<file path="src/include/dsr_pkg.sv">
// Constants and types shared by the status, indicator and run-relay block.
package dsr_pkg;

    // ----------------------------------------------------------------
    // Register offsets (byte addresses on the Avalon-MM slave)
    // ----------------------------------------------------------------
    localparam logic [3:0] CTRL_OFFSET = 4'h0;
    localparam logic [3:0] SCALE_OFFSET = 4'h4;
    localparam logic [3:0] STATUS_OFFSET = 4'h8;
    localparam logic [3:0] ANALOG_OFFSET = 4'hc;

    // ----------------------------------------------------------------
    // Field positions and reset values
    // ----------------------------------------------------------------
    localparam int TERM_FUNC_LSB = 0;
    localparam int ANA_RANGE_LSB = 4;
    localparam int INVERT_BIT = 6;
    localparam int STOP_MODE_BIT = 7;
    localparam logic [31:0] CTRL_RESET = 32'h0000_0000;
    localparam logic [31:0] SCALE_RESET = 32'h0000_0100;
    localparam int STAT_CODE_LSB = 8;
    localparam int STAT_INPUT_LSB = 16;

    // ----------------------------------------------------------------
    // Terminal function codes and analog ranges
    // ----------------------------------------------------------------
    localparam logic [3:0] TF_DEFAULT = 4'h0;
    localparam logic [3:0] TF_REV_PRESET_BITS = 4'h2;
    localparam logic [3:0] TF_UP_PRESET_DOWN = 4'h4;
    localparam logic [3:0] TF_UP_EXTFAULT_DOWN = 4'h5;
    localparam logic [3:0] TF_REV_UP_DOWN = 4'h6;
    localparam logic [3:0] TF_BITS_EXTFAULT = 4'h7;
    localparam logic [1:0] AR_VOLT_10 = 2'h0;
    localparam logic [1:0] AR_MA_0_20 = 2'h1;
    localparam logic [1:0] AR_MA_LZ_FAULT = 2'h2;
    localparam logic [1:0] AR_MA_LZ_PRESET = 2'h3;

    // ----------------------------------------------------------------
    // Fault codes shown on the fault-code LED
    // ----------------------------------------------------------------
    localparam logic [3:0] FC_NONE = 4'h0;
    localparam logic [3:0] FC_EXTERNAL = 4'h2;
    localparam logic [3:0] FC_LIVE_ZERO = 4'ha;

    // ----------------------------------------------------------------
    // Analog scaling
    // ----------------------------------------------------------------
    localparam int ADC_MAX = 4095;
    localparam int FULL_SCALE_UA = 20000;
    localparam int LIVE_ZERO_UA = 3000;
    localparam int OFFSET_UA = 4000;
    localparam logic [11:0] LIVE_ZERO_COUNT = 12'(ADC_MAX * LIVE_ZERO_UA / FULL_SCALE_UA);
    localparam logic [11:0] OFFSET_COUNT = 12'(ADC_MAX * OFFSET_UA / FULL_SCALE_UA);
    localparam int SCALE_FRAC_BITS = 8;

    // ----------------------------------------------------------------
    // Timing
    // ----------------------------------------------------------------
    localparam int CLK_HZ = 40_000_000;
    localparam int RUN_FLASH_HZ = 4;
    localparam int FAULT_BLINK_HZ = 2;
    localparam int FAULT_PAUSE_MS = 2000;
    localparam int RUN_HALF_CYCLES = CLK_HZ / (2 * RUN_FLASH_HZ);
    localparam int FAULT_HALF_CYCLES = CLK_HZ / (2 * FAULT_BLINK_HZ);
    localparam logic [5:0] PAUSE_HALVES = 6'(FAULT_PAUSE_MS * 2 * FAULT_BLINK_HZ / 1000);

    typedef enum logic [1:0] {RLY_OPEN, RLY_CLOSED, RLY_RAMP} dsr_relay_state_t;

endpackage

</file>
<file path="src/hw/dsr_tick_gen.sv">
// Free-running half-period divider giving a square wave and a tick per half period.
`timescale 1ns/10ps
module dsr_tick_gen #(
    parameter int HALF_CYCLES = 4
) (
    // Clock and reset
    input wire logic clk,
    input wire logic rst,
    // Outputs
    output logic wave,
    output logic tick
);
    localparam int W = $clog2(HALF_CYCLES + 1);
    localparam logic [W-1:0] LAST = W'(HALF_CYCLES - 1);

    logic [W-1:0] cnt_q;
    logic wave_q;
    logic tick_q;
    wire wrap = (cnt_q == LAST);

    always_ff @(posedge clk or posedge rst) begin
        if (rst) begin
            cnt_q <= '0;
            wave_q <= 1'b0;
            tick_q <= 1'b0;
        end else begin
            cnt_q <= wrap ? '0 : cnt_q + 1'b1;
            wave_q <= wave_q ^ wrap;
            tick_q <= wrap;
        end
    end

    assign wave = wave_q;
    assign tick = tick_q;
endmodule

</file>
<file path="src/hw/dsr_fault_pulser.sv">
// Fault-code burst generator: code pulses at the blink rate, then a fixed pause.
`timescale 1ns/10ps
module dsr_fault_pulser (
    // Clock and reset
    input wire logic clk,
    input wire logic rst,
    // Timing and code
    input wire logic halfTick,
    input wire logic [3:0] code,
    // Output
    output logic pulse
);
    logic [5:0] cnt_q;
    logic [3:0] code_q;
    logic pulse_q;

    // The code is caught only at the start of a burst so a change never cuts one short.
    wire [5:0] burstLen = {1'b0, code_q, 1'b0};
    wire [5:0] lastCnt = 6'(burstLen + dsr_pkg::PAUSE_HALVES - 6'h01);
    wire atStart = (cnt_q == 6'h00);
    wire pulse_d = (code_q != dsr_pkg::FC_NONE) && (cnt_q < burstLen) && !cnt_q[0];

    always_ff @(posedge clk or posedge rst) begin
        if (rst) begin
            cnt_q <= '0;
            code_q <= dsr_pkg::FC_NONE;
            pulse_q <= 1'b0;
        end else begin
            if (atStart) begin
                code_q <= code;
            end
            if (halfTick) begin
                cnt_q <= (code_q == dsr_pkg::FC_NONE || cnt_q == lastCnt) ? 6'h00 : cnt_q + 6'h01;
            end
            pulse_q <= pulse_d;
        end
    end

    assign pulse = pulse_q;
endmodule

</file>
<file path="src/hw/dsr_indicator_relay.sv">
// Terminal decode, analog reference, run relay and status LEDs of the starter.
//
// Function
// - Terminal four analog unless function reassigns it.
// - Four analog ranges, live-zero fault or preset.
// - Analog reference scaled and optionally inverted.
// - Function codes map terminals two to four.
// - Relay closes on request without fault.
// - Drive, external, live-zero or comms fault opens relay immediately.
// - Coast stop opens relay at once.
// - Ramp stop holds relay until zero.
// - Run LED flashes when idle and healthy.
// - Run LED steady while running with request.
// - Run LED dark on supply or comms fault.
// - Undervoltage blinks status and fault LEDs.
// - Drive fault lights status LED steady.
// - Fault code pulses, then pause, repeating.
// - Pulse count equals the fault code number.
// - Comms fault lights both red LEDs steady.
// - DC braking lights fault LED yellow.
// - Default terminals: forward, reverse, preset one.
//
// Implementation choices: the register addresses and register access over Avalon-MM.
`timescale 1ns/10ps
module dsr_indicator_relay #(
    parameter int RUN_HALF_CYCLES = dsr_pkg::RUN_HALF_CYCLES,
    parameter int FAULT_HALF_CYCLES = dsr_pkg::FAULT_HALF_CYCLES
) (
    // Clock and reset
    input wire logic clk,
    input wire logic rst,
    // Avalon-MM slave
    input wire logic [3:0] avsAddress,
    input wire logic avsRead,
    input wire logic avsWrite,
    input wire logic [31:0] avsWritedata,
    input wire logic [3:0] avsByteenable,
    output logic [31:0] avsReaddata,
    output logic avsWaitrequest,
    // Input terminals
    input wire logic inputTerminalOne,
    input wire logic inputTerminalTwo,
    input wire logic inputTerminalThree,
    input wire logic inputTerminalFourDigital,
    input wire logic [11:0] analogReferenceInput,
    // Drive state
    input wire logic runPermit,
    input wire logic [3:0] driveFaultCode,
    input wire logic commFault,
    input wire logic internalPowerSupplyOk,
    input wire logic mainsUndervoltage,
    input wire logic dcBrakeActive,
    input wire logic rampAtZero,
    // Decoded terminal functions
    output logic forwardRunRequest,
    output logic reverseRunRequest,
    output logic presetSpeedOne,
    output logic [1:0] presetSpeedSelectBits,
    output logic speedUp,
    output logic speedDown,
    output logic externalFaultInput,
    output logic liveZeroFault,
    output logic [11:0] analogReference,
    // Relay and LEDs
    output logic runRelay,
    output logic runLedGreen,
    output logic statusLedRed,
    output logic faultLedRed,
    output logic faultLedYellow
);
    // ----------------------------------------------------------------
    // Functions
    // ----------------------------------------------------------------
    function automatic logic [31:0] beMerge(input logic [31:0] old, input logic [31:0] nw, input logic [3:0] be);
        logic [31:0] r;
        r = old;
        for (int i = 0; i < 4; i++) begin
            if (be[i]) begin
                r[8*i +: 8] = nw[8*i +: 8];
            end
        end
        return r;
    endfunction

    function automatic logic [11:0] sat12(input logic [27:0] v);
        return (v > 28'(dsr_pkg::ADC_MAX)) ? 12'(dsr_pkg::ADC_MAX) : v[11:0];
    endfunction

    // ----------------------------------------------------------------
    // Register bus
    // ----------------------------------------------------------------
    logic [31:0] ctrl_q;
    logic [31:0] scale_q;
    logic [31:0] readdata_q;
    logic ack_q;

    // One wait state: read data is prepared on the first edge and taken on the second.
    wire busReq = avsRead || avsWrite;
    wire busDone = busReq && ack_q;
    wire [31:0] scaleMerged = beMerge(scale_q, avsWritedata, avsByteenable);
    wire hitCtrl = (avsAddress == dsr_pkg::CTRL_OFFSET);
    wire hitScale = (avsAddress == dsr_pkg::SCALE_OFFSET);
    wire hitStatus = (avsAddress == dsr_pkg::STATUS_OFFSET);
    wire hitAnalog = (avsAddress == dsr_pkg::ANALOG_OFFSET);

    wire [3:0] termFunc = ctrl_q[dsr_pkg::TERM_FUNC_LSB +: 4];
    wire [1:0] anaRange = ctrl_q[dsr_pkg::ANA_RANGE_LSB +: 2];
    wire invertRef = ctrl_q[dsr_pkg::INVERT_BIT];
    wire rampStop = ctrl_q[dsr_pkg::STOP_MODE_BIT];

    // ----------------------------------------------------------------
    // Terminal decode
    // ----------------------------------------------------------------
    wire t2 = inputTerminalTwo;
    wire t3 = inputTerminalThree;
    wire t4 = inputTerminalFourDigital;
    wire fcDefault = (termFunc == dsr_pkg::TF_DEFAULT);
    wire fcRevBits = (termFunc == dsr_pkg::TF_REV_PRESET_BITS);
    wire fcUpPreset = (termFunc == dsr_pkg::TF_UP_PRESET_DOWN);
    wire fcUpExt = (termFunc == dsr_pkg::TF_UP_EXTFAULT_DOWN);
    wire fcRevUp = (termFunc == dsr_pkg::TF_REV_UP_DOWN);
    wire fcBitsExt = (termFunc == dsr_pkg::TF_BITS_EXTFAULT);
    // Codes without a digital use of terminal four keep it as the analog input.
    wire termFourDigital = fcRevBits || fcUpPreset || fcUpExt || fcRevUp || fcBitsExt;

    wire [11:0] raw = analogReferenceInput;
    wire currentOffset = anaRange[1];
    wire belowLiveZero = currentOffset && !termFourDigital && (raw < dsr_pkg::LIVE_ZERO_COUNT);
    wire liveZeroNow = belowLiveZero && (anaRange == dsr_pkg::AR_MA_LZ_FAULT);
    wire liveZeroPreset = belowLiveZero && (anaRange == dsr_pkg::AR_MA_LZ_PRESET);

    wire fwdNow = inputTerminalOne;
    wire revNow = ((fcDefault || fcRevBits || fcRevUp) && t2) || (!termFourDigital && !fcDefault && t2);
    wire presetOneNow = ((!termFourDigital && t3) || (fcUpPreset && t3)) || liveZeroPreset;
    wire [1:0] presetBitsNow = fcRevBits ? {t4, t3} : (fcBitsExt ? {t4, t2} : 2'b00);
    wire upNow = ((fcUpPreset || fcUpExt) && t2) || (fcRevUp && t3);
    wire downNow = (fcUpPreset || fcUpExt || fcRevUp) && t4;
    wire extFaultNow = (fcUpExt || fcBitsExt) && t3;

    // ----------------------------------------------------------------
    // Analog reference
    // ----------------------------------------------------------------
    // The 4-20 mA span is stretched by 5/4 so that 20 mA still reaches full scale.
    wire [11:0] offRaw = (raw > dsr_pkg::OFFSET_COUNT) ? 12'(raw - dsr_pkg::OFFSET_COUNT) : 12'h000;
    wire [11:0] spanRaw = currentOffset ? sat12(28'(offRaw) + 28'(offRaw >> 2)) : raw;
    wire [11:0] scaledRef = sat12(28'((spanRaw * scale_q[15:0]) >> dsr_pkg::SCALE_FRAC_BITS));
    wire [11:0] finalRef = invertRef ? 12'(12'(dsr_pkg::ADC_MAX) - scaledRef) : scaledRef;

    // ----------------------------------------------------------------
    // Run relay
    // ----------------------------------------------------------------
    dsr_pkg::dsr_relay_state_t state_q;
    dsr_pkg::dsr_relay_state_t state_d;

    wire runReq = fwdNow || revNow || runPermit;
    wire anyFault = (driveFaultCode != dsr_pkg::FC_NONE) || extFaultNow || liveZeroNow || commFault;

    always_comb begin
        state_d = state_q;
        unique case (state_q)
            dsr_pkg::RLY_OPEN: begin
                if (runReq && !anyFault) begin
                    state_d = dsr_pkg::RLY_CLOSED;
                end
            end
            dsr_pkg::RLY_CLOSED: begin
                if (anyFault) begin
                    state_d = dsr_pkg::RLY_OPEN;
                end else if (!runReq) begin
                    state_d = rampStop ? dsr_pkg::RLY_RAMP : dsr_pkg::RLY_OPEN;
                end
            end
            dsr_pkg::RLY_RAMP: begin
                // Switching to coasting during a ramp must open the contact at once as well.
                if (anyFault || (!runReq && (rampAtZero || !rampStop))) begin
                    state_d = dsr_pkg::RLY_OPEN;
                end else if (runReq) begin
                    state_d = dsr_pkg::RLY_CLOSED;
                end
            end
            default: begin
                state_d = dsr_pkg::RLY_OPEN;
            end
        endcase
    end

    // ----------------------------------------------------------------
    // Indicators
    // ----------------------------------------------------------------
    logic runWave;
    logic blinkWave;
    logic blinkTick;
    logic codePulse;

    dsr_tick_gen #(.HALF_CYCLES(RUN_HALF_CYCLES)) u_run_tick (
        .clk(clk),
        .rst(rst),
        .wave(runWave),
        .tick()
    );

    dsr_tick_gen #(.HALF_CYCLES(FAULT_HALF_CYCLES)) u_blink_tick (
        .clk(clk),
        .rst(rst),
        .wave(blinkWave),
        .tick(blinkTick)
    );

    // A drive code wins; terminal faults fall back to their own codes.
    wire [3:0] shownCode = (driveFaultCode != dsr_pkg::FC_NONE) ? driveFaultCode :
                           extFaultNow ? dsr_pkg::FC_EXTERNAL :
                           liveZeroNow ? dsr_pkg::FC_LIVE_ZERO : dsr_pkg::FC_NONE;

    dsr_fault_pulser u_pulser (
        .clk(clk),
        .rst(rst),
        .halfTick(blinkTick),
        .code(shownCode),
        .pulse(codePulse)
    );

    wire relayClosed = (state_q != dsr_pkg::RLY_OPEN);
    wire runDark = !internalPowerSupplyOk || commFault || mainsUndervoltage;
    wire runSteady = relayClosed && runReq;
    wire runIdle = !fwdNow && !revNow && !anyFault;
    wire runLed_d = !runDark && (runSteady || (runIdle && runWave));
    wire statusLed_d = mainsUndervoltage ? blinkWave : anyFault;
    wire faultRed_d = mainsUndervoltage ? blinkWave : (commFault || (anyFault && codePulse));
    wire faultYellow_d = dcBrakeActive && !mainsUndervoltage && !anyFault;

    wire [31:0] statusWord = {8'h00, 4'h0, speedDown, speedUp, reverseRunRequest, forwardRunRequest,
                              4'h0, shownCode, 1'b0, termFourDigital, liveZeroFault, faultLedYellow,
                              faultLedRed, statusLedRed, runLedGreen, runRelay};
    wire [31:0] readMux = hitCtrl ? ctrl_q : hitScale ? scale_q : hitStatus ? statusWord :
                          hitAnalog ? {20'h00000, analogReference} : 32'h0000_0000;

    // ----------------------------------------------------------------
    // Registers
    // ----------------------------------------------------------------
    always_ff @(posedge clk or posedge rst) begin
        if (rst) begin
            ack_q <= 1'b0;
            readdata_q <= '0;
            ctrl_q <= dsr_pkg::CTRL_RESET;
            scale_q <= dsr_pkg::SCALE_RESET;
        end else begin
            ack_q <= busReq && !ack_q;
            if (busReq && !ack_q) begin
                readdata_q <= avsRead ? readMux : 32'h0000_0000;
            end
            if (busDone && avsWrite && hitCtrl) begin
                ctrl_q <= beMerge(ctrl_q, avsWritedata, avsByteenable);
            end
            if (busDone && avsWrite && hitScale) begin
                scale_q <= {16'h0000, scaleMerged[15:0]};
            end
        end
    end

    always_ff @(posedge clk or posedge rst) begin
        if (rst) begin
            state_q <= dsr_pkg::RLY_OPEN;
            forwardRunRequest <= 1'b0;
            reverseRunRequest <= 1'b0;
            presetSpeedOne <= 1'b0;
            presetSpeedSelectBits <= 2'b00;
            speedUp <= 1'b0;
            speedDown <= 1'b0;
            externalFaultInput <= 1'b0;
            liveZeroFault <= 1'b0;
            analogReference <= 12'h000;
            runLedGreen <= 1'b0;
            statusLedRed <= 1'b0;
            faultLedRed <= 1'b0;
            faultLedYellow <= 1'b0;
        end else begin
            state_q <= state_d;
            forwardRunRequest <= fwdNow;
            reverseRunRequest <= revNow;
            presetSpeedOne <= presetOneNow;
            presetSpeedSelectBits <= presetBitsNow;
            speedUp <= upNow;
            speedDown <= downNow;
            externalFaultInput <= extFaultNow;
            liveZeroFault <= liveZeroNow;
            analogReference <= termFourDigital ? 12'h000 : finalRef;
            runLedGreen <= runLed_d;
            statusLedRed <= statusLed_d;
            faultLedRed <= faultRed_d;
            faultLedYellow <= faultYellow_d;
        end
    end

    assign runRelay = relayClosed;
    assign avsWaitrequest = busReq && !ack_q;
    assign avsReaddata = readdata_q;
endmodule

</file>
<file path="config.mk">
export PLATFORM = sky130hd
export DESIGN_NAME = dsr_indicator_relay
export DESIGN_NICKNAME = d
export VERILOG_FILES = /design/src/include/dsr_pkg.sv /design/src/hw/dsr_tick_gen.sv /design/src/hw/dsr_fault_pulser.sv /design/src/hw/dsr_indicator_relay.sv
export SDC_FILE = /design/constraint.sdc
export NUM_CORES = 1
export LEC_CHECK = 0
export BUFFER_PORTS_ARGS = -buffer_cell sky130_fd_sc_hd__buf_2
export CAP_MARGIN = 25
export CORE_ASPECT_RATIO = 0.75
export CORE_MARGIN = 4
export CORE_UTILIZATION = 25
export CTS_CLUSTER_SIZE = 14
export DETAILED_ROUTE_END_ITERATION = 10
export HOLD_SLACK_MARGIN = 0.03
export SETUP_SLACK_MARGIN = 0.15
export SYNTH_ARGS = -nofsm -noshare
export SYNTH_HDL_FRONTEND = slang
export SYNTH_SLANG_ARGS = --single-unit
</file>
<file path="constraint.sdc">
create_clock -name clk -period 8.6 [get_ports clk]
set_input_delay 0.43 -clock clk [delete_from_list [all_inputs] [get_ports clk]]
set_output_delay 0.43 -clock clk [all_outputs]
set_load 0.005 [all_outputs]
</file>
==> metrics.yaml, run 1 <==
viasPerCell: 4.816
core_sq_um: 60610
fin_ws_ps: -154.6
hpwl_mm: 37.89
synthArstFlopShare_pct: 100.0
syn_nets: 1983
num_rows: 78
yosys.area.top_type_share_pct: 27.42
power.total_mw: 5.072
antenna_found_initial: 7
drv_slew: 0
syn_inst: 1696
fmax_mhz: 114.2
min_period_ps: 8755
slowest_delay_ps: 540
fin_crit_sh_pct: 101.8
yosysMostFrequentCell: "nand2_1"
initial_utilization_pct: 25.30
synthesis.area_sq_um: 15330
utilization_pct: 32.25
nets: 2248
end_kind: "flip-flop"
synth_top_area_cell: "dfrtp_1"
synth_area_leaders: "dfrtp_1, fa_1, ha_1"
grt_pass1_vias: 13420
criticalPathCategory: "input pin to flip-flop"
holdPathStages: 1
required_ps: 8950
cts.htree.levels: 4
worst_hold_startpoint: "inputTerminalOne"
powerDensity_nw_per_um2: 259.5
p_leak_nw: 9.462
io_buffers: 128
min_to: "forwardRunRequest"
clkTransAtPathRegs_ps: 70
cts_tree: "yes"
cts.sinks: 169
violations: "negative setup slack"
crit_top_cell: "fa_1"
dieArea_sq_um: 65400
whs_ps: 126.4
place_area_sq_um: 18210
ant_nets: 0
syn_avg_cell_area_sq_um: 9.040
synth-main-ff-cell: "dfrtp_1"
rsz0062_at_grt: "true"
routedWlPerCell_um: 17.25
firstDrtPassIters: 9
max-clock-path-buffers: 2
grt_start_max_net_pins: 94
cts_buffers: 17
startpoint_type: "input pin"
drc: 0
r2r_end: "analogReference[9]"
synth_common_cells: "nand2_1, inv_1, dfrtp_1"
yosysUniqueCellTypes: 76
vdd_drop_max_mv: 0.1788
overflow: 0
critPathMaxFanout: 7
grt_pass1_wl_mm: 75.69
slew_headroom_pct: 43.23
r2r-start: "ctrl_q[5]"
vias: 13370
io_pins: 129
routed_wl_mm: 47.89
hp-class: "input pin to flip-flop"
die_h_um: 222.5
worst_pin_slew_ps: 851.6
finalSetupViolCount: 12
status: "complete, but fails checks"
gp_congestion: 0.8573
hold_viol: 0
synth.ff_latch_count: 169
synth-edff-count: 0
rrSetupSlack_ps: 1670
fin_skew_ps: 10.24
grt_usage_pct: 14.51
worstPathArrival_ps: 9110
fin_area_sq_um: 19540
r2r_cells: 28
cp_slowest_cell: "fa_1"
insertion_delay_ps: 450
ctsRootBufferMaster: "clkbuf_16"
drtIter0Drc: 1054
syn2layout_area_growth_pct: 27.46
ys_seq_area_share_pct: 27.59
ys_warn_count: 0
drive_gt1_share_pct: 26.55
dieWidth_um: 294.0
cap_violations: 0
-- final cells by class --
cell class                 count  area [sq um]
antenna                        2         5.005
clock buffer                  23         488.0
clock inverter                 9         113.9
fill                        6216         41060
inverter                     224         845.8
multi-input combinational   1230         10550
sequential                   169          4230
tap                          800          1001
timing repair buffer         319          2307
-- per-stage QoR --
| step | instances | setup TNS, ps | setup slack (ps) |
|---|---|---|---|
| 2_1_floorplan | 1696 | 0 | 14.95 |
| 3_3_place_gp | 2709 | -5654 | -486.2 |
| 3_5_place_dp | 2710 | -8385 | -725.5 |
| 4_1_cts | 2760 | 0 | 32.58 |
| 5_1_grt | 2776 | -4514 | -456.3 |
| 6_report | 2776 | -854.4 | -154.6 |
-- placed cells by master, fill, tap and decap left out, types with 19 or more instances in the layout --
| cell type | instances |
|---|---|
| xor2_1 | 32 |
| nand2_1 | 218 |
| a21oi_1 | 67 |
| mux2i_1 | 19 |
| xnor2_1 | 53 |
| nor2_1 | 100 |
| ha_1 | 60 |
| o21ai_0 | 63 |
| inv_1 | 216 |
| buf_2 | 122 |
| mux2_2 | 51 |
| nand4_1 | 19 |
| dfrtp_1 | 168 |
| fa_1 | 132 |
| and2_1 | 61 |
| nand3_1 | 37 |
| buf_4 | 171 |
-- per-layer routing --
layer	vias to the layer above	part of all wire, %	global-route usage [%]	wire length [um]
met4	4	1.6	3.046	762
met5	-	0.048	0	23
met3	62	8.2	3.508	3918
met2	455	43	21.48	20630
li1	6135	-	-	-
met1	6714	47	21.45	22550
-- worst max path at each step --
stage                     depth (start not counted)  slack (ps)             endpoint                     from
after detailed placement                         40        -730   analogReference[8]  analogReferenceInput[0]
after floorplan                                  43          10  analogReference[10]  analogReferenceInput[7]
final                                            41        -150   analogReference[9]  analogReferenceInput[2]
after global placement                           40        -490   analogReference[5]  analogReferenceInput[0]
after global routing                             42        -460   analogReference[9]  analogReferenceInput[7]
after CTS                                        42          30   analogReference[1]  analogReferenceInput[7]
-- registers in the layout (all words and copies together) (netlist names), 4 cells and up --
| register | count |
|---|---|
| avsReaddata | 32 |
| ctrl_q | 32 |
| u_blink_tick.cnt_q | 24 |
| u_run_tick.cnt_q | 23 |
| scale_q | 16 |
| analogReference | 12 |
| u_pulser.cnt_q | 6 |
| u_pulser.code_q | 4 |
-- critical path: cells and delay by family --
| family | cells | cell delay [ps] |
|---|---|---|
| and+or+nand+nor | 6 | 1400 |
| buffers and inverters | 8 | 1040 |
| muxes | 1 | 220 |
| adders and majority gates | 7 | 2840 |
| xor gates and xnor gates | 1 | 100 |
| AOI/OAI and AO/OA | 18 | 3070 |
-- logic make-up after synthesis --
logic type | count (synthesis) | synth area share, %
AND/OR/NAND/NOR | 569 | 17.83
AO/OA/AOI/OAI | 287 | 12.60
buffers and inverters | 297 | 7.451
multiplexers | 70 | 4.986
flip-flops | 169 | 27.59
XOR/XNOR | 86 | 4.913
adder cells (fa/ha/maj) | 218 | 24.63
-- what timing repair did --
action / 4_1_cts / 5_1_grt
setup buffers: 15 / 13
gates cloned: 3 / 0
pin swaps: 24 / 36
hold buffers: 0 / 0
gates resized for setup: 57 / 44
setup endpoints to repair: 12 / 12
-- power breakdown --
group	switching, mW	internal, mW	leakage (nW)
logic	1.74	1.54	6.94
clock network	0.335	0.460	0.286
registers	0.135	0.866	2.23
No activity file was read; power rests on OpenSTA's default activity.
==> run 2: changes to the inputs <==
--- a/config.mk
+++ b/config.mk
@@ -7,13 +7,14 @@
 export LEC_CHECK = 0
 export BUFFER_PORTS_ARGS = -buffer_cell sky130_fd_sc_hd__buf_2
 export CAP_MARGIN = 25
-export CORE_ASPECT_RATIO = 0.75
+export CORE_ASPECT_RATIO = 1.75
 export CORE_MARGIN = 4
 export CORE_UTILIZATION = 25
 export CTS_CLUSTER_SIZE = 14
 export DETAILED_ROUTE_END_ITERATION = 10
 export HOLD_SLACK_MARGIN = 0.03
 export SETUP_SLACK_MARGIN = 0.15
+export SLEW_MARGIN = 40
 export SYNTH_ARGS = -nofsm -noshare
 export SYNTH_HDL_FRONTEND = slang
 export SYNTH_SLANG_ARGS = --single-unit
==> run 2 against run 1 <==
Net effect:
- the run still ends with negative setup slack left
- hold slack worse by 53 ps
- critical path depth is 1 lower
- combinational power is 6.7% higher
- sequential power hardly changed
- cell area is 2.5% higher
- routed wire length is 7.7% higher
- clock power is 4.3% higher
- highest routed layer unchanged
- global-route usage is 1.0 points higher
- flip-flop and latch count stayed put
==> metrics.yaml, run 2 (synthesis results as in run 1) <==
critical-path-top-delay-family: "compound AO/OA/AOI/OAI gates"  # unchanged
drv_slew: 0  # unchanged
crit_top_cell: "buf_6"  # was fa_1
layout_commonest_cell: "nand2_1"  # unchanged
diodes: 0  # was 2
vias: 13700  # was 13.37k
rsz0062_at_grt: "true"  # unchanged
r2r_end: "analogReference[4]"  # was analogReference[9]
fin_crit_sh_pct: 100.7  # was 101.8%
slowest_delay_ps: 570  # was 540 ps
utilization_pct: 33.13  # was 32.25%
min_period_ps: 8658  # was 8755 ps
num_rows: 119  # was 78
viasPerCell: 4.889  # was 4.816
slew_headroom_pct: 47.59  # was 43.23%
grt_pass1_vias: 14710  # was 13.42k
whs_ps: 73.46  # was 126.4 ps
place_area_sq_um: 18370  # was 18,210 sq um
required_ps: 8960  # was 8950 ps
io_buffers: 128  # unchanged
hpwl_mm: 40.36  # was 37.89 mm
firstDrtPassIters: 5  # was 9
grt_usage_pct: 15.51  # was 14.51%
fin_area_sq_um: 20030  # was 19,540 sq um
cp_slowest_cell: "fa_1"  # unchanged
drive_gt1_share_pct: 28.46  # was 26.55%
power.total_mw: 5.316  # was 5.072 mW
violations: "negative setup slack"  # unchanged
antenna_found_initial: 2  # was 7
rrSetupSlack_ps: 1280  # was 1670 ps
cap_violations: 0  # unchanged
fin_skew_ps: 9.448  # was 10.24 ps
r2r-start: "ctrl_q[5]"  # unchanged
p_leak_nw: 9.748  # was 9.462 nW
insertion_delay_ps: 440  # was 450 ps
startpoint_type: "input pin"  # unchanged
overflow: 0  # unchanged
critPathMaxFanout: 8  # was 7
end_kind: "flip-flop"  # unchanged
finalSetupViolCount: 11  # was 12
cts_buffers: 17  # unchanged
vdd_drop_max_mv: 0.2592  # was 0.1788 mV
initial_utilization_pct: 25.36  # was 25.30%
dieWidth_um: 195.2  # was 294.0 um
ant_nets: 0  # unchanged
cts_tree: "yes"  # unchanged
worstPathArrival_ps: 9020  # was 9110 ps
fin_cells: 2803  # was 2,776
hp-class: "input pin to asynchronous set/reset pin"  # was input pin to flip-flop
cts.sinks: 169  # unchanged
criticalPathCategory: "input pin to flip-flop"  # unchanged
syn2layout_area_growth_pct: 30.63  # was 27.46%
fin_ws_ps: -57.75  # was -154.6 ps
powerDensity_nw_per_um2: 265.4  # was 259.5 nW/um^2
gp_congestion: 0.9593  # was 0.8573
io_pins: 129  # unchanged
cts.htree.levels: 4  # unchanged
fmax_mhz: 115.5  # was 114.2 MHz
hold_viol: 0  # unchanged
ctsRootBufferMaster: "clkbuf_16"  # unchanged
routed_wl_mm: 51.60  # was 47.89 mm
nets: 2291  # was 2,248
dp_cells: 2709  # was 2,710
r2r_cells: 30  # was 28
status: "complete, but fails checks"  # unchanged
layout_common_cells: "nand2_1, inv_1, buf_4"  # unchanged
max-clock-path-buffers: 2  # unchanged
worst_pin_slew_ps: 782.6  # was 851.6 ps
grt_pass1_wl_mm: 80.37  # was 75.69 mm
routedWlPerCell_um: 18.41  # was 17.25 um
clkTransAtPathRegs_ps: 70  # about the same
cts_hold_buf: 0  # unchanged
drc: 0  # unchanged
core_sq_um: 60450  # was 60,610 sq um
die_h_um: 335.6  # was 222.5 um
grt_start_max_net_pins: 115  # was 94
cp_num_buf_inv: 13  # was 8
drtIter0Drc: 822  # was 1,054
dieArea_sq_um: 65510  # was 65,400 sq um
[run 2: changes by cell type in the layout (fill, tap and decap cells not counted), sizes merged]
cell | previous run | this run
clkinv | 3 | 2
bufbuf | 1 | 0
buf | 318 | 361
clkbuf | 23 | 20
clkinvlp | 3 | 2
inv | 225 | 230
diode | 2 | 0
bufinv | 2 | 3
[run 2: worst max-delay path by stage]
stage,to,depth (start not counted),from
CTS,analogReference[2],38,analogReferenceInput[1]
global placement,analogReference[6],39,analogReferenceInput[0]
floorplan,analogReference[10],43,analogReferenceInput[7]
global route,analogReference[8],42,analogReferenceInput[0]
detailed placement,analogReference[9],39,analogReferenceInput[0]
finish,analogReference[4],40,analogReferenceInput[2]
[run 2: what timing repair did]
item | CTS | global route
pin swaps | 43 | 43
gates resized for setup | 66 | 52
gates cloned | 4 | 1
setup endpoints to repair | 12 | 12
buffers inserted | 42 | 15
[run 2: cell type report]
cell class / instances / area [sq um]
Tap cell: 786 / 983.4
Sequential cell: 169 / 4230
Timing Repair Buffer: 362 / 2765
Clock inverter: 13 / 176.4
Multi-Input combinational cell: 1230 / 10570
Inverter: 224 / 853.3
Clock buffer: 19 / 452.9
Fill cell: 6310 / 40420
[run 2: power by group]
| part | internal (mW) | total [mW] | switching [mW] |
|---|---|---|---|
| Sequential | 0.866 | 0.985 | 0.119 |
| Combinational | 1.63 | 3.50 | 1.88 |
| Clock | 0.481 | 0.829 | 0.348 |
| Total | 2.97 | 5.32 | 2.34 |
[run 2: per-layer routing]
metal | track usage (%) | vias to the layer above | wire [um]
li1 | - | 6209 | -
met1 | 17.07 | 6861 | 18630
met2 | 27.61 | 482 | 26350
met3 | 3.333 | 148 | 3299
met4 | 8.667 | 4 | 3300
met5 | 0 | - | 22
[run 2: through the flow]
stage | TNS (ps) | setup WS (ps)
global placement | -5850 | -515.3
floorplan | 0 | 14.95
CTS | 0 | 112.3
detailed placement | -6720 | -593.1
finish | -397.8 | -57.75
global route | -4966 | -474.3
==> run 3: changes to the inputs <==
--- a/config.mk
+++ b/config.mk
@@ -5,6 +5,7 @@
 export SDC_FILE = /design/constraint.sdc
 export NUM_CORES = 1
 export LEC_CHECK = 0
+export ABC_AREA = 1
 export BUFFER_PORTS_ARGS = -buffer_cell sky130_fd_sc_hd__buf_2
 export CAP_MARGIN = 25
 export CORE_ASPECT_RATIO = 1.75
==> run 3 against run 2 <==
Net effect:
- the flow now finishes without violations
- area after synthesis decreased by 0.66%
- sequential share of layout area grew 1.9 points
- non-clock buffer count shrank 132
==> metrics.yaml, run 3 <==
status: "finished clean"  # was complete, but fails checks
hpwl_mm: 42.67  # was 40.36 mm
rrSetupSlack_ps: 1270  # was 1280 ps
dieWidth_um: 194.6  # was 195.2 um
dieArea_sq_um: 65090  # was 65,510 sq um
power.total_mw: 4.605  # was 5.316 mW
r2r_cells: 34  # was 30
required_ps: 9020  # was 8960 ps
viasPerCell: 4.666  # was 4.889
powerDensity_nw_per_um2: 250.1  # was 265.4 nW/um^2
syn_nets: 2209  # was 1,983
slowest_delay_ps: 560  # was 570 ps
combPwrFrac_pct: 57.5  # was 65.9%
worst_pin_slew_ps: 859.4  # was 782.6 ps
startpoint_type: "input pin"  # unchanged
ctsRootBufferMaster: "clkbuf_16"  # unchanged
p_leak_nw: 9.349  # was 9.748 nW
hold_viol: 0  # unchanged
cp_num_buf_inv: 10  # was 13
critPathMaxFanout: 10  # was 8
r2r_end: "analogReference[11]"  # was analogReference[4]
layout_common_cells: "inv_1, nand2_1, nor2_1"  # was nand2_1, inv_1, buf_4
routedWlPerCell_um: 17.39  # was 18.41 um
rsz0062_at_grt: "false"  # was true
grt_start_max_net_pins: 98  # was 115
cts.htree.levels: 4  # unchanged
synth_compound_area_share_pct: 10.01  # was 12.60%
clkTransAtPathRegs_ps: 70  # about the same
syn_avg_cell_area_sq_um: 7.924  # was 9.040 sq um
yosysUniqueCellTypes: 61  # was 76
cts_tree: "yes"  # unchanged
insertion_delay_ps: 490  # was 440 ps
finalSetupViolCount: 0  # was 11
whs_ps: 36.06  # was 73.46 ps
ys_seq_area_share_pct: 27.77  # was 27.59%
vdd_drop_max_mv: 0.1545  # was 0.2592 mV
initial_utilization_pct: 25.26  # was 25.36%
layout_commonest_cell: "inv_1"  # was nand2_1
drive_gt1_share_pct: 16.78  # was 28.46%
grt_busiest_layer: "met2"  # unchanged
yosysMostFrequentCell: "inv_1"  # was nand2_1
slew_headroom_pct: 42.71  # was 47.59%
synth_common_cells: "inv_1, nand2_1, nor2_1"  # was nand2_1, inv_1, dfrtp_1
routed_wl_mm: 50.91  # was 51.60 mm
worstPathArrival_ps: 8370  # was 9020 ps
firstDrtPassIters: 5  # unchanged
num_rows: 119  # unchanged
fin_skew_ps: 30.47  # was 9.448 ps
cts.sinks: 169  # unchanged
grt_pass1_vias: 14270  # was 14.71k
p_int_mw: 2.570  # was 2.972 mW
power.switching_mw: 2.035  # was 2.343 mW
synth-edff-count: 0  # unchanged
nets: 2421  # was 2,291
end_kind: "flip-flop"  # unchanged
utilization_pct: 30.53  # was 33.13%
vias: 13660  # was 13.70k
p_seq_share_pct: 21.0  # was 18.5%
synthArstFlopShare_pct: 100.0  # unchanged
synth_fa_ha_area_share_pct: 24.73  # was 24.63%
use_met1_pct: 15.08  # was 17.07%
synth_top_family_by_area: "adder cells"  # unchanged
ant_nets: 0  # unchanged
use_met3_pct: 2.654  # was 3.333%
cts_buffers: 25  # was 17
cts_hold_buf: 0  # unchanged
synthesis.area_sq_um: 15230  # was 15,330 sq um
grt_usage_pct: 15.56  # was 15.51%
synth_top_area_cell: "dfrtp_1"  # unchanged
syn2layout_area_growth_pct: 20.87  # was 30.63%
synth.ff_latch_count: 169  # unchanged
criticalPathCategory: "input pin to flip-flop"  # unchanged
synth_area_leaders: "dfrtp_1, fa_1, inv_1"  # was dfrtp_1, fa_1, ha_1
synthXorXnorAreaFrac_pct: 2.760  # was 4.913%
synth-simple-area-share_pct: 22.50  # was 17.83%
drtIter0Drc: 719  # was 822
cap_violations: 0  # unchanged
gp_congestion: 0.9620  # was 0.9593
overflow: 0  # unchanged
core_sq_um: 60300  # was 60,450 sq um
ys_warn_count: 0  # unchanged
syn_inst: 1922  # was 1,696
yosys.area.top_type_share_pct: 27.60  # was 27.42%
r2r-start: "ctrl_q[5]"  # unchanged
drv_slew: 0  # unchanged
synth_mux_area_share_pct: 1.183  # was 4.986%
p_sw_share_pct: 44.20  # was 44.08%
die_h_um: 334.5  # was 335.6 um
drc: 0  # unchanged
io_buffers: 128  # unchanged
fmax_mhz: 125.9  # was 115.5 MHz
synth-main-ff-cell: "dfrtp_1"  # unchanged
cp_slowest_cell: "fa_1"  # unchanged
antenna_found_initial: 7  # was 2
max-clock-path-buffers: 3  # was 2
min_period_ps: 7945  # was 8658 ps
met2_usage_pct: 29.84  # was 27.61%
grt_pass1_wl_mm: 79.16  # was 80.37 mm
critical-path-top-delay-family: "adder cells"  # was compound AO/OA/AOI/OAI gates
io_pins: 129  # unchanged
fin_crit_sh_pct: 92.38  # was 100.7%
p_clk_share_pct: 21.5  # was 15.6%
hp-class: "input pin to asynchronous set/reset pin"  # unchanged
[run 3: metrics by stage]
stage | instance area, sq um | instances | setup slack (ps) | TNS [ps]
after floorplan | 15230 | 1922 | 560.1 | 0
after global placement | 17470 | 2886 | -114.1 | -1010
after detailed placement | 17470 | 2886 | -114.1 | -1021
after CTS | 18250 | 2919 | 382.7 | 0
after global routing | 18410 | 2928 | 87.14 | 0
final | 18410 | 2928 | 655.3 | 0
[run 3: timing repair]
item                                    CTS  global route
endpoints found under the setup margin    0            12
resized for setup                         0            19
buffers inserted                          0             5
[run 3: logic make-up (layout without fill, tap and decap cells)]
family	Yosys count	after routing
buffers and inverters	440	656
AOI/OAI and AO/OA	261	261
other	0	2
and+or+nand+nor	771	773
xor gates and xnor gates	48	48
DFF	169	169
adders and majority gates	217	217
muxes	16	16
[run 3: power by group through the flow]
stage / Combinational, mW / Sequential (mW) / Clock, mW
after floorplan: 1.62 / 0.915 / 0
after global placement: 2.59 / 0.978 / 0
final: 2.65 / 0.969 / 0.989
after detailed placement: 2.59 / 0.979 / 0
after CTS: 2.61 / 0.965 / 1.01
after global routing: 2.97 / 0.973 / 1.04
[run 3: area by class of cell]
type	instances	area, sq um
Fill cell	6497	41890
Antenna cell	2	5.005
Clock buffer	29	680.7
Tap cell	786	983.4
Inverter	393	1483
Clock inverter	4	97.59
Multi-Input combinational cell	1315	9430
Timing Repair Buffer	230	1500
Sequential cell	169	4230
[run 3: worst max-delay path by stage]
stage | from | to | cells after the start | slack [ps]
2_1_floorplan | analogReferenceInput[10] | analogReference[2] | 48 | 560
4_1_cts | analogReferenceInput[5] | analogReference[1] | 46 | 380
3_3_place_gp | analogReferenceInput[8] | analogReference[1] | 46 | -110
6_report | analogReferenceInput[8] | analogReference[11] | 46 | 660
5_1_grt | analogReferenceInput[10] | analogReference[9] | 49 | 90
3_5_place_dp | analogReferenceInput[5] | analogReference[1] | 46 | -110
[run 3: metal layers]
| metal | vias to the layer above | part of all wire, % |
|---|---|---|
| li1 | 6464 | - |
| met3 | 187 | 5.1 |
| met4 | 2 | 7.6 |
| met2 | 395 | 54 |
| met5 | - | 0.026 |
| met1 | 6615 | 33 |
[run 3: worst reg2reg max path: cells and delay by family (launching register included)]
family,cells,cell delay [ps]
adders and majority gates,6,2800
DFF,1,900
AOI/OAI and AO/OA,5,1020
and+or+nand+nor,13,1360
buffers and inverters,10,1200
